File: src/rtl/axis_frame_pkg.sv
// Constants shared by the framing user port: block codes, timing counts and register map.
package axis_frame_pkg;
	// Lane geometry.
	localparam int LANE_BYTES = 8;
	localparam int LANE_BITS = 64;
	// Two-bit sync headers that precede every 64-bit block.
	localparam logic [1:0] HDR_DATA = 2'h1;
	localparam logic [1:0] HDR_CTRL = 2'h2;
	// Control block type bytes, carried in byte 0 of a control block.
	localparam logic [7:0] BLK_END = 8'h1e;
	localparam logic [7:0] BLK_END7 = 8'he1;
	localparam logic [7:0] BLK_IDLE = 8'h78;
	localparam logic [7:0] BLK_CC = 8'h55;
	// Largest byte count that fits behind the type and count bytes of an end block.
	localparam int END_MAX_BYTES = 6;
	// Gearbox pause period and clock compensation timing, in user clock cycles.
	localparam int GB_PERIOD = 32;
	localparam int CC_HOLD = 8;
	localparam int CC_BLOCKS = 3;
	localparam int CC_PERIOD_DEFAULT = 10000;
	// Register byte offsets.
	localparam logic [7:0] REG_CTRL = 8'h00;
	localparam logic [7:0] REG_STATUS = 8'h04;
	localparam logic [7:0] REG_TX_FRAMES = 8'h08;
	localparam logic [7:0] REG_RX_FRAMES = 8'h0c;
	// Control fields and reset value.
	localparam int CTRL_TX_EN = 0;
	localparam int CTRL_RX_EN = 1;
	localparam logic [31:0] CTRL_RESET = 32'h00000003;
	// Status fields.
	localparam int STAT_UP = 0;
	localparam int STAT_TX_OPEN = 1;
	localparam int STAT_RX_OPEN = 2;
	localparam int STAT_CC = 3;
	localparam int STAT_END_PEND = 4;
endpackage : axis_frame_pkg

File: src/rtl/axis_frame_user_port.sv
// Framing user port: stream handshake to 66-bit lane blocks and back, with an APB register slave.
`timescale 1ns/1ps
module axis_frame_user_port
	import axis_frame_pkg::*;
#(
	parameter int LANES = 1,
	parameter int CC_PERIOD = CC_PERIOD_DEFAULT,
	parameter int APB_AW = 8
) (
	input wire logic sys_clk,
	input wire logic rst_n,
	input wire logic channel_up,
	input wire logic xcvr_gearbox_slot_ok,
	input wire logic [64*LANES-1:0] tx_tdata,
	input wire logic tx_tvalid,
	input wire logic tx_tlast,
	input wire logic [8*LANES-1:0] tx_tkeep,
	output logic tx_tready,
	output logic [64*LANES-1:0] tx_blk_data,
	output logic [2*LANES-1:0] tx_blk_hdr,
	output logic tx_blk_valid,
	input wire logic [64*LANES-1:0] rx_blk_data,
	input wire logic [2*LANES-1:0] rx_blk_hdr,
	input wire logic rx_blk_valid,
	output logic [64*LANES-1:0] rx_tdata,
	output logic rx_tvalid,
	output logic rx_tlast,
	output logic [8*LANES-1:0] rx_tkeep,
	input wire logic psel,
	input wire logic penable,
	input wire logic pwrite,
	input wire logic [APB_AW-1:0] paddr,
	input wire logic [31:0] pwdata,
	input wire logic [3:0] pstrb,
	output logic pready,
	output logic [31:0] prdata,
	output logic pslverr
);
	// Derived sizes: bytes per word, the width of a byte count and the timer widths.
	localparam int WB = 8 * LANES;
	localparam int NBW = $clog2(WB + 1);
	localparam int GBW = $clog2(GB_PERIOD);
	localparam int CCW = $clog2(CC_PERIOD);
	localparam int CHW = $clog2(CC_HOLD + 1);

	// State shared by the transmit pacing, the receive hold stage and the registers.
	// Every output below is taken from one of these flops, never from a gate.
	logic [31:0] ctrl;
	logic [31:0] tx_frames;
	logic [31:0] rx_frames;
	logic [GBW-1:0] gb_cnt;
	logic gb_pause;
	logic [CCW-1:0] cc_timer;
	logic [CHW-1:0] cc_cnt;
	logic end_pend;
	logic tx_open;
	logic rx_open;
	logic [64*LANES-1:0] hold_data;
	logic [NBW-1:0] hold_bytes;
	logic hold_valid;
	logic hold_last;
	logic [NBW-1:0] tx_nbytes;
	logic [NBW-1:0] cur_bytes;
	logic [64*LANES-1:0] next_blk_data;
	logic [2*LANES-1:0] next_blk_hdr;
	logic [64*LANES-1:0] cur_data;
	logic [LANES-1:0] lane_end;
	logic [4*LANES-1:0] lane_cnt;
	logic [WB-1:0] next_rx_keep;

	// Transmit pacing: the gearbox pause, clock compensation and a deferred end block all stall.
	// Ready is registered, so each stall source is predicted from the cycle before it bites.
	// A late prediction would let one beat slip in while the lane slot is already lost.
	// An end block that is still owed holds ready low until it has gone out.
	// Software can also close the transmit side through the control word.
	wire tx_en = ctrl[CTRL_TX_EN];
	wire rx_en = ctrl[CTRL_RX_EN];
	wire accept = tx_tready & tx_tvalid;
	wire [NBW-1:0] tx_nfull = tx_nbytes >> 3;
	wire [2:0] tx_rem = tx_nbytes[2:0];
	wire next_gb_pause = (gb_cnt == GBW'(GB_PERIOD - 2)) | ~xcvr_gearbox_slot_ok;
	wire cc_start = (cc_timer == CCW'(CC_PERIOD - 1));
	wire cc_active = (cc_cnt != '0);
	wire next_cc_active = cc_start | (cc_cnt > CHW'(1));
	wire end_sent = end_pend & ~gb_pause & ~cc_active;
	wire end_set = accept & tx_tlast & (tx_nfull == NBW'(LANES));
	wire next_end_pend = channel_up & (end_set | (end_pend & ~end_sent));
	wire next_ready = channel_up & tx_en & ~next_gb_pause & ~next_cc_active & ~next_end_pend;

	// Valid bytes of the final beat are the ones in keep; keep counts only when last is high.
	// A keep with gaps would still be counted here, so the user must keep it contiguous.
	// Beats without last are treated as full words whatever keep shows.
	always_comb begin
		tx_nbytes = '0;
		for (int i = 0; i < WB; i++) begin
			tx_nbytes = tx_nbytes + NBW'(tx_tkeep[i]);
		end
	end

	// One block per lane per cycle; strict alignment puts data first, then end, then idles.
	// An end block carries its type in byte 0, the count in byte 1 and up to six bytes above.
	// Seven trailing bytes use the second end type, which has no count byte.
	// Compensation blocks fill the first three paused cycles; the rest of the pause is idle.
	// Lanes after the end lane are idle, so no data ever follows an end in one cycle.
	for (genvar j = 0; j < LANES; j++) begin : g_tx_lane
		wire [63:0] lane_in = tx_tdata[64*j +: 64];
		wire full_lane = ~tx_tlast | (NBW'(j) < tx_nfull);
		wire end_lane = tx_tlast & (NBW'(j) == tx_nfull);
		wire [63:0] end_word = {lane_in[47:0], 5'h00, tx_rem, BLK_END};
		wire [63:0] end7_word = {lane_in[55:0], BLK_END7};
		wire [63:0] idle_word = {56'h0, BLK_IDLE};
		wire [63:0] cc_word = {56'h0, BLK_CC};
		wire [63:0] empty_end = {48'h0, 8'h00, BLK_END};
		wire send_cc = cc_active & (cc_cnt > CHW'(CC_HOLD - CC_BLOCKS));
		wire send_data = ~cc_active & ~end_pend & accept & full_lane;
		wire send_end = ~cc_active & ~end_pend & accept & end_lane;
		wire send_pend = ~cc_active & end_pend & (j == 0);
		// Striping: lane j carries bytes 8j..8j+7 of the user word.
		assign next_blk_data[64*j +: 64] = send_cc ? cc_word :
			send_data ? lane_in :
			send_end ? ((tx_rem == 3'h7) ? end7_word : end_word) :
			send_pend ? empty_end :
			idle_word;
		assign next_blk_hdr[2*j +: 2] = send_data ? HDR_DATA : HDR_CTRL;
	end

	// Block outputs are registered; the gearbox pause cycle produces no block at all.
	// Data is still updated on the paused slot; only the valid flag marks it as unused.
	// The valid flag lags the ready-low cycle by one edge, matching the data pipeline.
	always_ff @(posedge sys_clk or negedge rst_n) begin
		if (!rst_n) begin
			tx_blk_data <= '0;
			tx_blk_hdr <= '0;
			tx_blk_valid <= 1'b0;
		end else begin
			tx_blk_data <= next_blk_data;
			tx_blk_hdr <= next_blk_hdr;
			tx_blk_valid <= channel_up & ~gb_pause;
		end
	end

	// Gearbox and compensation timers free-run so the pauses keep their fixed cadence.
	// They are not cleared when the channel drops, so the cadence stays tied to reset.
	// A pause on slot loss comes on top of the regular one and does not shift it.
	always_ff @(posedge sys_clk or negedge rst_n) begin
		if (!rst_n) begin
			gb_cnt <= '0;
			gb_pause <= 1'b0;
			cc_timer <= '0;
			cc_cnt <= '0;
		end else begin
			gb_cnt <= gb_cnt + GBW'(1);
			gb_pause <= next_gb_pause;
			cc_timer <= cc_start ? '0 : cc_timer + CCW'(1);
			cc_cnt <= cc_start ? CHW'(CC_HOLD) : (cc_active ? cc_cnt - CHW'(1) : cc_cnt);
		end
	end

	// Ready is a flop, so every stall source is computed one cycle ahead.
	// The open-frame flag only feeds status; transfers do not depend on it.
	// Dropping the channel abandons any pending end block and any open frame.
	always_ff @(posedge sys_clk or negedge rst_n) begin
		if (!rst_n) begin
			tx_tready <= 1'b0;
			end_pend <= 1'b0;
			tx_open <= 1'b0;
		end else begin
			tx_tready <= next_ready;
			end_pend <= next_end_pend;
			if (!channel_up) begin
				tx_open <= 1'b0;
			end else if (accept) begin
				tx_open <= ~tx_tlast;
			end
		end
	end

	// Receive lanes: keep data and end blocks, drop idle and compensation blocks.
	// A count above six cannot fit and is clipped, so a corrupt count never grows the word.
	// Unknown control types are dropped like idles.
	for (genvar j = 0; j < LANES; j++) begin : g_rx_lane
		wire [63:0] rd = rx_blk_data[64*j +: 64];
		wire [1:0] rh = rx_blk_hdr[2*j +: 2];
		wire is_data = (rh == HDR_DATA);
		wire is_end = (rh == HDR_CTRL) & (rd[7:0] == BLK_END);
		wire is_end7 = (rh == HDR_CTRL) & (rd[7:0] == BLK_END7);
		wire [2:0] end_cnt = (rd[10:8] > 3'(END_MAX_BYTES)) ? 3'(END_MAX_BYTES) : rd[10:8];
		assign cur_data[64*j +: 64] = is_data ? rd :
			is_end ? {16'h0, rd[63:16]} :
			is_end7 ? {8'h0, rd[63:8]} :
			64'h0;
		assign lane_cnt[4*j +: 4] = is_data ? 4'h8 : is_end ? {1'b0, end_cnt} : is_end7 ? 4'h7 : 4'h0;
		assign lane_end[j] = is_end | is_end7;
	end

	// Bytes in this cycle's word, summed over the lanes.
	always_comb begin
		cur_bytes = '0;
		for (int j = 0; j < LANES; j++) begin
			cur_bytes = cur_bytes + NBW'(lane_cnt[4*j +: 4]);
		end
	end

	// A full word is held until the next word or end arrives, since only that tells whether it was the last.
	// This costs one cycle of latency but needs no second buffer.
	// An empty end with nothing held is ignored rather than producing a stray last.
	// Output strobes are gated with the channel so nothing leaks out while it is down.
	wire rx_live = rx_blk_valid & rx_en & channel_up;
	wire cur_present = rx_live & (cur_bytes != '0);
	wire cur_empty_end = rx_live & (|lane_end) & (cur_bytes == '0) & ~hold_last;
	wire emit = hold_valid & (hold_last | cur_empty_end | cur_present);
	wire emit_last = hold_last | cur_empty_end;
	wire emit_live = emit & channel_up;

	// Keep is all ones for a full word and a low-byte mask for a short final one.
	// The mask assumes bytes were filled from the low end, as on transmit.
	for (genvar i = 0; i < WB; i++) begin : g_rx_keep
		assign next_rx_keep[i] = ~emit_last | (NBW'(i) < hold_bytes);
	end

	// Hold stage: the only storage on receive; the user cannot stall it.
	// Loading a new word wins over draining, since the old one is emitted on the same edge.
	always_ff @(posedge sys_clk or negedge rst_n) begin
		if (!rst_n) begin
			hold_valid <= 1'b0;
			hold_last <= 1'b0;
			hold_bytes <= '0;
			hold_data <= '0;
		end else if (!channel_up) begin
			hold_valid <= 1'b0;
			hold_last <= 1'b0;
		end else if (cur_present) begin
			hold_valid <= 1'b1;
			hold_last <= |lane_end;
			hold_bytes <= cur_bytes;
			hold_data <= cur_data;
		end else if (emit) begin
			hold_valid <= 1'b0;
			hold_last <= 1'b0;
		end
	end

	// Receive outputs; valid simply drops on cycles that deliver nothing.
	// Last is gated with the channel as well, so it never appears without valid.
	// Data and keep follow the hold stage every cycle and mean nothing while valid is low.
	always_ff @(posedge sys_clk or negedge rst_n) begin
		if (!rst_n) begin
			rx_tvalid <= 1'b0;
			rx_tlast <= 1'b0;
			rx_tdata <= '0;
			rx_tkeep <= '0;
			rx_open <= 1'b0;
		end else begin
			rx_tvalid <= emit_live;
			rx_tlast <= emit_live & emit_last;
			rx_tdata <= hold_data;
			rx_tkeep <= next_rx_keep;
			if (!channel_up) begin
				rx_open <= 1'b0;
			end else if (emit) begin
				rx_open <= ~emit_last;
			end
		end
	end

	// Frame counters for software; they wrap silently.
	// Each counts a frame at the edge where its last beat is taken or given.
	always_ff @(posedge sys_clk or negedge rst_n) begin
		if (!rst_n) begin
			tx_frames <= '0;
			rx_frames <= '0;
		end else begin
			tx_frames <= tx_frames + 32'(accept & tx_tlast);
			rx_frames <= rx_frames + 32'(emit_live & emit_last);
		end
	end

	// APB decode; one wait state so read data comes from a flop.
	// Addresses that are not word aligned or lie outside the map answer with an error.
	// Byte lanes above the lowest are ignored, as the control word has only two bits.
	wire apb_req = psel & penable & ~pready;
	wire apb_done = psel & penable & pready;
	wire [7:0] reg_addr = 8'(paddr);
	wire addr_ok = (paddr[1:0] == 2'h0) & (APB_AW'(reg_addr) == paddr);
	wire hit_ctrl = addr_ok & (reg_addr == REG_CTRL);
	wire hit_stat = addr_ok & (reg_addr == REG_STATUS);
	wire hit_txf = addr_ok & (reg_addr == REG_TX_FRAMES);
	wire hit_rxf = addr_ok & (reg_addr == REG_RX_FRAMES);
	wire hit_any = hit_ctrl | hit_stat | hit_txf | hit_rxf;
	wire [31:0] stat_word = {27'h0, end_pend, cc_active, rx_open, tx_open, channel_up};
	wire [31:0] rd_mux = hit_ctrl ? ctrl :
		hit_stat ? stat_word :
		hit_txf ? tx_frames :
		hit_rxf ? rx_frames :
		32'h0;

	// Bus answer flops; a write to the control word lands only at the completing edge.
	// Read data is zero outside a read answer, which keeps the bus quiet between transfers.
	// Writes to status or counters complete without error and change nothing.
	always_ff @(posedge sys_clk or negedge rst_n) begin
		if (!rst_n) begin
			pready <= 1'b0;
			prdata <= '0;
			pslverr <= 1'b0;
			ctrl <= CTRL_RESET;
		end else begin
			pready <= apb_req;
			prdata <= (apb_req & ~pwrite) ? rd_mux : 32'h0;
			pslverr <= apb_req & ~hit_any;
			if (apb_done & pwrite & hit_ctrl & pstrb[0]) begin
				ctrl <= {30'h0, pwdata[CTRL_RX_EN], pwdata[CTRL_TX_EN]};
			end
		end
	end

	// The user side keeps its own byte order and termination; nothing here checks them.
	// Contiguous keep from the low byte is assumed by the popcount above.
	// No CRC is built into this variant, so keep and last come straight from the blocks.
endmodule : axis_frame_user_port

File: config.mk
export PLATFORM = sky130hd
export DESIGN_NAME = axis_frame_user_port
export DESIGN_NICKNAME = d
export VERILOG_FILES = /design/src/rtl/axis_frame_pkg.sv /design/src/rtl/axis_frame_user_port.sv
export SDC_FILE = /design/constraint.sdc
export NUM_CORES = 1
export LEC_CHECK = 0
export BUFFER_PORTS_ARGS = -buffer_cell sky130_fd_sc_hd__buf_2
export CORE_ASPECT_RATIO = 0.9
export CORE_MARGIN = 2
export CORE_UTILIZATION = 41
export CTS_CLUSTER_DIAMETER = 100
export DETAILED_ROUTE_END_ITERATION = 10
export GPL_ROUTABILITY_DRIVEN = 0
export PLACE_DENSITY = 0.67
export SLEW_MARGIN = 25
export SYNTH_ARGS = -nofsm -noshare
export SYNTH_HDL_FRONTEND = slang
export SYNTH_SLANG_ARGS = --single-unit
File: constraint.sdc
create_clock -name sys_clk -period 2.9 [get_ports sys_clk]
set_clock_uncertainty 0.1 [all_clocks]
set_input_delay 0.87 -clock sys_clk [delete_from_list [all_inputs] [get_ports sys_clk]]
set_output_delay 0.87 -clock sys_clk [all_outputs]
set_load 0.03 [all_outputs]
# --- Word level (Yosys, flattened, before mapping) ---
# Cells that the tools add are included.
classes:
  n_reduce_logical: 8
  eq_ne: 13
  muxes: 30
  n_addsub: 12
  order_cmp: 12
  bitwise: 76
op_table:
  columns: ["operator", "n"]
  rows:
  - ["2-to-1 mux 64 bit", 5]
  - ["2-to-1 mux 32 bit", 5]
  - ["2-to-1 mux 56 bit", 2]
  - ["adder 32 x 1 -> 32 bit", 2]
  - ["bitwise AND 1 bit", 44]
  - ["bitwise OR 1 bit", 18]
  - ["adder 4 x 1 -> 4 bit", 4]
  - ["equality test 8 x 4 -> 1 bit, second input constant", 2]
  - ["< comparator 3 x 4 -> 1 bit, first input constant", 4]
  - ["adder 14 x 1 -> 14 bit, second input constant", 1]
  - ["equality test 14 bit, second input constant", 1]
  - ["2-to-1 mux 14 bit", 1]
  - ["NOT 1 bit", 14]
  - ["2-to-1 mux 4 bit", 3]
  - ["2-to-1 mux 1 bit", 9]
  - ["2-to-1 mux 3 bit", 3]
  - ["equality test 8 x 3 -> 1 bit, second input constant", 1]
  - ["equality test 8 x 5 -> 1 bit, second input constant", 1]
  - ["equality test 8 bit, second input constant", 1]
  - ["zero test 4 bit", 2]
  - ["zero test 8 bit", 1]
  - ["< comparator 1 x 4 -> 1 bit, first input constant", 2]
  - ["< comparator 2 x 4 -> 1 bit, first input constant", 2]
  - ["nonzero test 4 bit", 2]
  - ["other kinds (20)", 21]
totals:
  out_inout_bits: 176
  input_bits: 192
  wordCells: 176
  reg_bits: 339

# --- Logic depth before layout (Yosys ltp) ---
logic_depth:
  ltp_word: 14
  mapped_depth: 12
  depth_no_buf: 11

# --- Worst setup path before layout ---
# OpenSTA, ideal clock, no wires.
synth_path:
  kind: "in2reg"
  start: "in tx_tkeep[0]"
  end: "reg tx_blk_data[16]"
  stages: 12
  required_ns: 2.663
  slack_ns: -1.405
  path_buffers: 1
  setup_ns: 0.137
  t_arrival_ns: 4.068
  cell_sequence: "fa_1 inv_1 fa_1 fa_1 inv_1 ha_1 fa_1 xor2_1 nand3_1 clkbuf_1 mux2i_1 a21oi_1"
synth_via:
  elab_chain_len: 13
  word_cells_on_any_way: 18
  classes_between: "7 x add/sub; 1 x order compare; 1 x eq/ne; 4 x mux; 4 x bitwise; 1 x reduce/logical"
synth_lines:
  columns: ["item", "line_no", "source"]
  rows:
  - ["start, declared", "axis_frame_user_port.sv:17", "input wire logic [8*LANES-1:0] tx_tkeep,"]
  - ["adder 1 x 1 -> 2 bit *", "axis_frame_user_port.sv:96", "tx_nbytes = tx_nbytes + NBW'(tx_tkeep[i]);"]
  - ["adder 2 x 1 -> 3 bit *", "axis_frame_user_port.sv:96", null]
  - ["adder 3 x 1 -> 4 bit *", "axis_frame_user_port.sv:96", null]
  - ["adder 4 x 1 -> 4 bit * (4 in a row)", "axis_frame_user_port.sv:96", null]
  - ["zero test 4 bit", "axis_frame_user_port.sv:108", "wire end_lane = tx_tlast & (NBW'(j) == tx_nfull);"]
  - ["bitwise AND 1 bit", "axis_frame_user_port.sv:108", null]
  - ["bitwise AND 1 bit", "axis_frame_user_port.sv:116", "wire send_end = ~cc_active & ~end_pend & accept & end_lane;"]
  - ["2-to-1 mux 64 bit", "axis_frame_user_port.sv:121", "send_end ? ((tx_rem == 3'h7) ? end7_word : end_word) :"]
  - ["2-to-1 mux 64 bit *", "axis_frame_user_port.sv:120", "send_data ? lane_in :"]
  - ["2-to-1 mux 64 bit *", "axis_frame_user_port.sv:119", "assign next_blk_data[64*j +: 64] = send_cc ? cc_word :"]
  - ["net next_blk_data[16]", "axis_frame_user_port.sv:64", "logic [64*LANES-1:0] next_blk_data;"]
  - ["end signal, assigned", "axis_frame_user_port.sv:136", "tx_blk_data <= next_blk_data;"]
  - ["end, declared", "axis_frame_user_port.sv:19", "output logic [64*LANES-1:0] tx_blk_data,"]
# Mark *: on every way through the listed nets, which the timed path passes. The rest lies on a longest branch.
# A chain may end at the register's enable or synchronous reset.

# --- Final worst setup path ---
layout_path:
  start: "in tx_tkeep[0]"
  end: "reg tx_blk_data[3]"
# The elaborated chain is that of the path after synthesis.

==> results summary <==
The run finished, with violations left. The final reports fail on negative setup slack. After synthesis, the share of flip-flops with an asynchronous set or reset is 100%.

The share of synthesized area occupied by flip-flops and latches is 59.7%. The total via count in the routed design is 11.2k. In the layout the commonest cells are dfrtp_1, buf_2, mux2i_1, buf_4, inv_1. The number of design-rule violations left by the first detailed-router iteration is 854.

Setup repair after global routing could not meet its margin everywhere. After layout, the minimum clock period comes to 3720 ps. The number of cells produced by synthesis came out at 1,192. For this run, the number of Yosys warnings is 0. The number of core rows came out at 64.

The element type at the critical path start is a primary input. The layer flagged by global routing as most heavily used is met2. The total overflow left after global routing is 0.

The worst setup path is of the in2reg kind. The placed wire-length estimate after detailed placement is 29,000 um. The antenna violation net count after detailed routing is 0. The first global-routing pass estimated 63,900 um of wire. The net count reported at finish came out at 1,809. Yosys attributes the largest share of cell area to dfrtp_1, mux2i_1, xnor2_1. In this run the mean area of a mapped cell was 11.9 um^2. The library cell used as clock root buffer is clkbuf_16. The worst slew margin relative to its limit came out at 56.4%. The core outline area is 0.0340 mm^2. Counting flops and latches in the post-synthesis netlist gives 339.

The final sum of negative setup slack is -46,810 ps. The transition time at the pin with the least slew margin is 654 ps. The maximum VDD drop came out at 366 uV. The number of H-tree levels is 2.

Of the cells placed in the final design, the portion with a size suffix greater than 1 is 35.3%. Clock latency on the worst-skew pair, taken at its later pin, is 530 ps. At the worst endpoint, the required time is 3170 ps.

The cell area after technology mapping came out at 0.0142 mm^2. The tightest min-delay check is of the in2async type. The clock tree from TritonCTS is yes. Prior to clock tree synthesis, the placed netlist has a worst setup slack of -1310 ps. The worst setup path is captured at a flip-flop.

The number of top-level pins came out at 368. For this configuration, the core starts out at a cell density of 41.8%. For this run, design rule violations remaining after detail routing come to 0. The die area came out at 0.0362 mm^2. For met1 alone, demand over resource in global routing was 28.7%. The highest net fanout along the worst path came out at 14. The number of buffer cells added on primary ports came out at 334. The die width came out at 200 um. The critical path starts at tx_tkeep[0]. The clock drives 339 sinks. Counting every net in the synthesized netlist gives 1,400. The share of the core filled with cells in the final layout came out at 55.8%. The main flop type after synthesis is dfrtp_1. The synthesized design spends more area on one cell type than any other, namely dfrtp_1.

Before antenna repair, the detailed router went through 9 iterations. The achievable frequency is 0.269 GHz. After layout, the worst path uses 128% of the clock period. The via count of the first global-routing pass came out at 11.5k. The number of hold buffers added after cts is 0. After clock tree synthesis, the clock-pin slew on the worst setup and hold paths is 60 ps. The critical path arrival came out at 3990 ps. The startpoint of the lowest-slack register-to-register path is ctrl[1]. The count of fill cells added during filler insertion is 2,916. For this design the static power due to leakage is 9.27 nW.

The tool flagged a number of max-cap violations equal to 0. The final setup slack of the worst path came out at -817 ps. The met3 track demand over resource in global routing is 6.69%. Dividing the detail-routed wire length by the instance count gives 19.3 um. The layout-stage area growth over the synthesis result is 33.6%.

The max-slew violation total from the final report was 0. The number of setup violations in the final report came out at 68. The count of final hold-check violations came to 0. The via count normalized by instance count is 5.37.

The initial antenna violation count is 4. The share of the synthesized area in the top cell type is 59.3%. Yosys mapped a number of flops with a built-in enable equal to 0. Global routing used 22.1% of the available tracks. The maximum buffer depth of the clock tree is 3. In this run the power density over the cells is 578 mW/mm^2.

The overall power of the completed layout came out at 11.0 mW. The met2 usage in global routing came out at 35.2%. The die extent in y came out at 181 um. Wires add up to 40,400 um. The maximum number of pins on one net before global-route repair came out at 77. The clock buffer count from CTS is 38.

The most common cell after layout, fill and taps aside is dfrtp_1. The number of different library cells used by synthesis comes to 64.
==> sequential cells by signal, summed over array words and instances, names as in the netlist, 2 cells and up <==
signal and cells:
rx_tkeep 8, cc_cnt 4, tx_blk_hdr 2, prdata 32, hold_bytes 4, hold_data 64
ctrl 2, gb_cnt 5, tx_blk_data 64, tx_frames 32, rx_frames 32, rx_tdata 64
cc_timer 14
==> kinds of logic after synthesis <==
kind of cell	after synthesis	share of synthesized area [%]
AO/OA/AOI/OAI	247	12.0
XOR/XNOR	76	4.68
adder cells (fa/ha/maj)	16	1.62
buffers and inverters	131	3.67
flip-flops	339	59.7
multiplexers	105	7.69
AND/OR/NAND/NOR	278	10.7
==> cells in the mapped netlist, types with 13 or more instances <==
master	number
nor3_1	16
nor2_1	61
o21ai_0	56
inv_1	63
a21oi_1	64
xnor2_1	56
a22oi_1	38
mux2_2	13
clkbuf_1	57
dfrtp_1	337
xor2_1	20
nand4_1	22
a222oi_1	40
nand2_1	49
mux2i_1	90
and2_1	15
nand3_1	44
==> per-layer routing <==
metal | wire [um] | part of all wire (%)
met1 | 16800 | 42
met2 | 18700 | 46
met3 | 3480 | 8.6
met4 | 1370 | 3.4
met5 | 34 | 0.084
==> critical path, stage by stage <==
cell	delay, ps
buf_6	90
fa_1	530
inv_1	50
fa_1	450
fa_1	510
inv_2	50
ha_4	150
fa_2	370
xor2_4	190
nand3_4	190
buf_8	220
mux2i_1	180
a21boi_0	130
==> area by class of cell <==
type	count	area, um^2	share of cell area (%)
Tap cell	462	578	3.05
Clock inverter	13	165	0.870
Sequential cell	339	8490	44.7
Multi-Input combinational cell	723	5550	29.2
Antenna cell	1	2.50	0.0132
Inverter	63	239	1.26
Timing Repair Buffer	436	2820	14.8
Clock buffer	57	1150	6.04
==> per-stage QoR <==
| step | hold slack, ps | cell area (um^2) | cells |
|---|---|---|---|
| 6_report | 255 | 19000 | 2094 |
| 5_1_grt | 280 | 19000 | 2094 |
| 4_1_cts | 267 | 18700 | 2080 |
| 3_5_place_dp | 259 | 17300 | 2007 |
| 3_3_place_gp | 259 | 17300 | 2007 |
| 2_1_floorplan | 250 | 14400 | 1192 |
==> power breakdown <==
part,switching (mW),internal [mW]
Combinational,0.667,0.584
Clock,1.89,3.09
Sequential,0.00389,4.74
==> repair_timing <==
action                                  CTS  global route
gates resized for setup                  21            38
pin swaps                                12            27
endpoints found under the setup margin   68            81
setup buffers                             2            11
cloned                                    2             3
==> final timing paths <==
| kind | slack (ps) | endpoint | cells past startpoint |
|---|---|---|---|
| hold reg to reg | 270 | rx_tdata[11] | 0 |
| hold / removal | 260 | tx_blk_data[52] | 1 |
| max in group asynchronous | 1710 | ctrl[1] | 2 |
| min in group sys_clk | 270 | rx_tdata[11] | 0 |
| setup reg to reg | 460 | rx_frames[21] | 10 |
| setup / recovery | -820 | tx_blk_data[3] | 13 |
(Power assumes the default switching activity.)
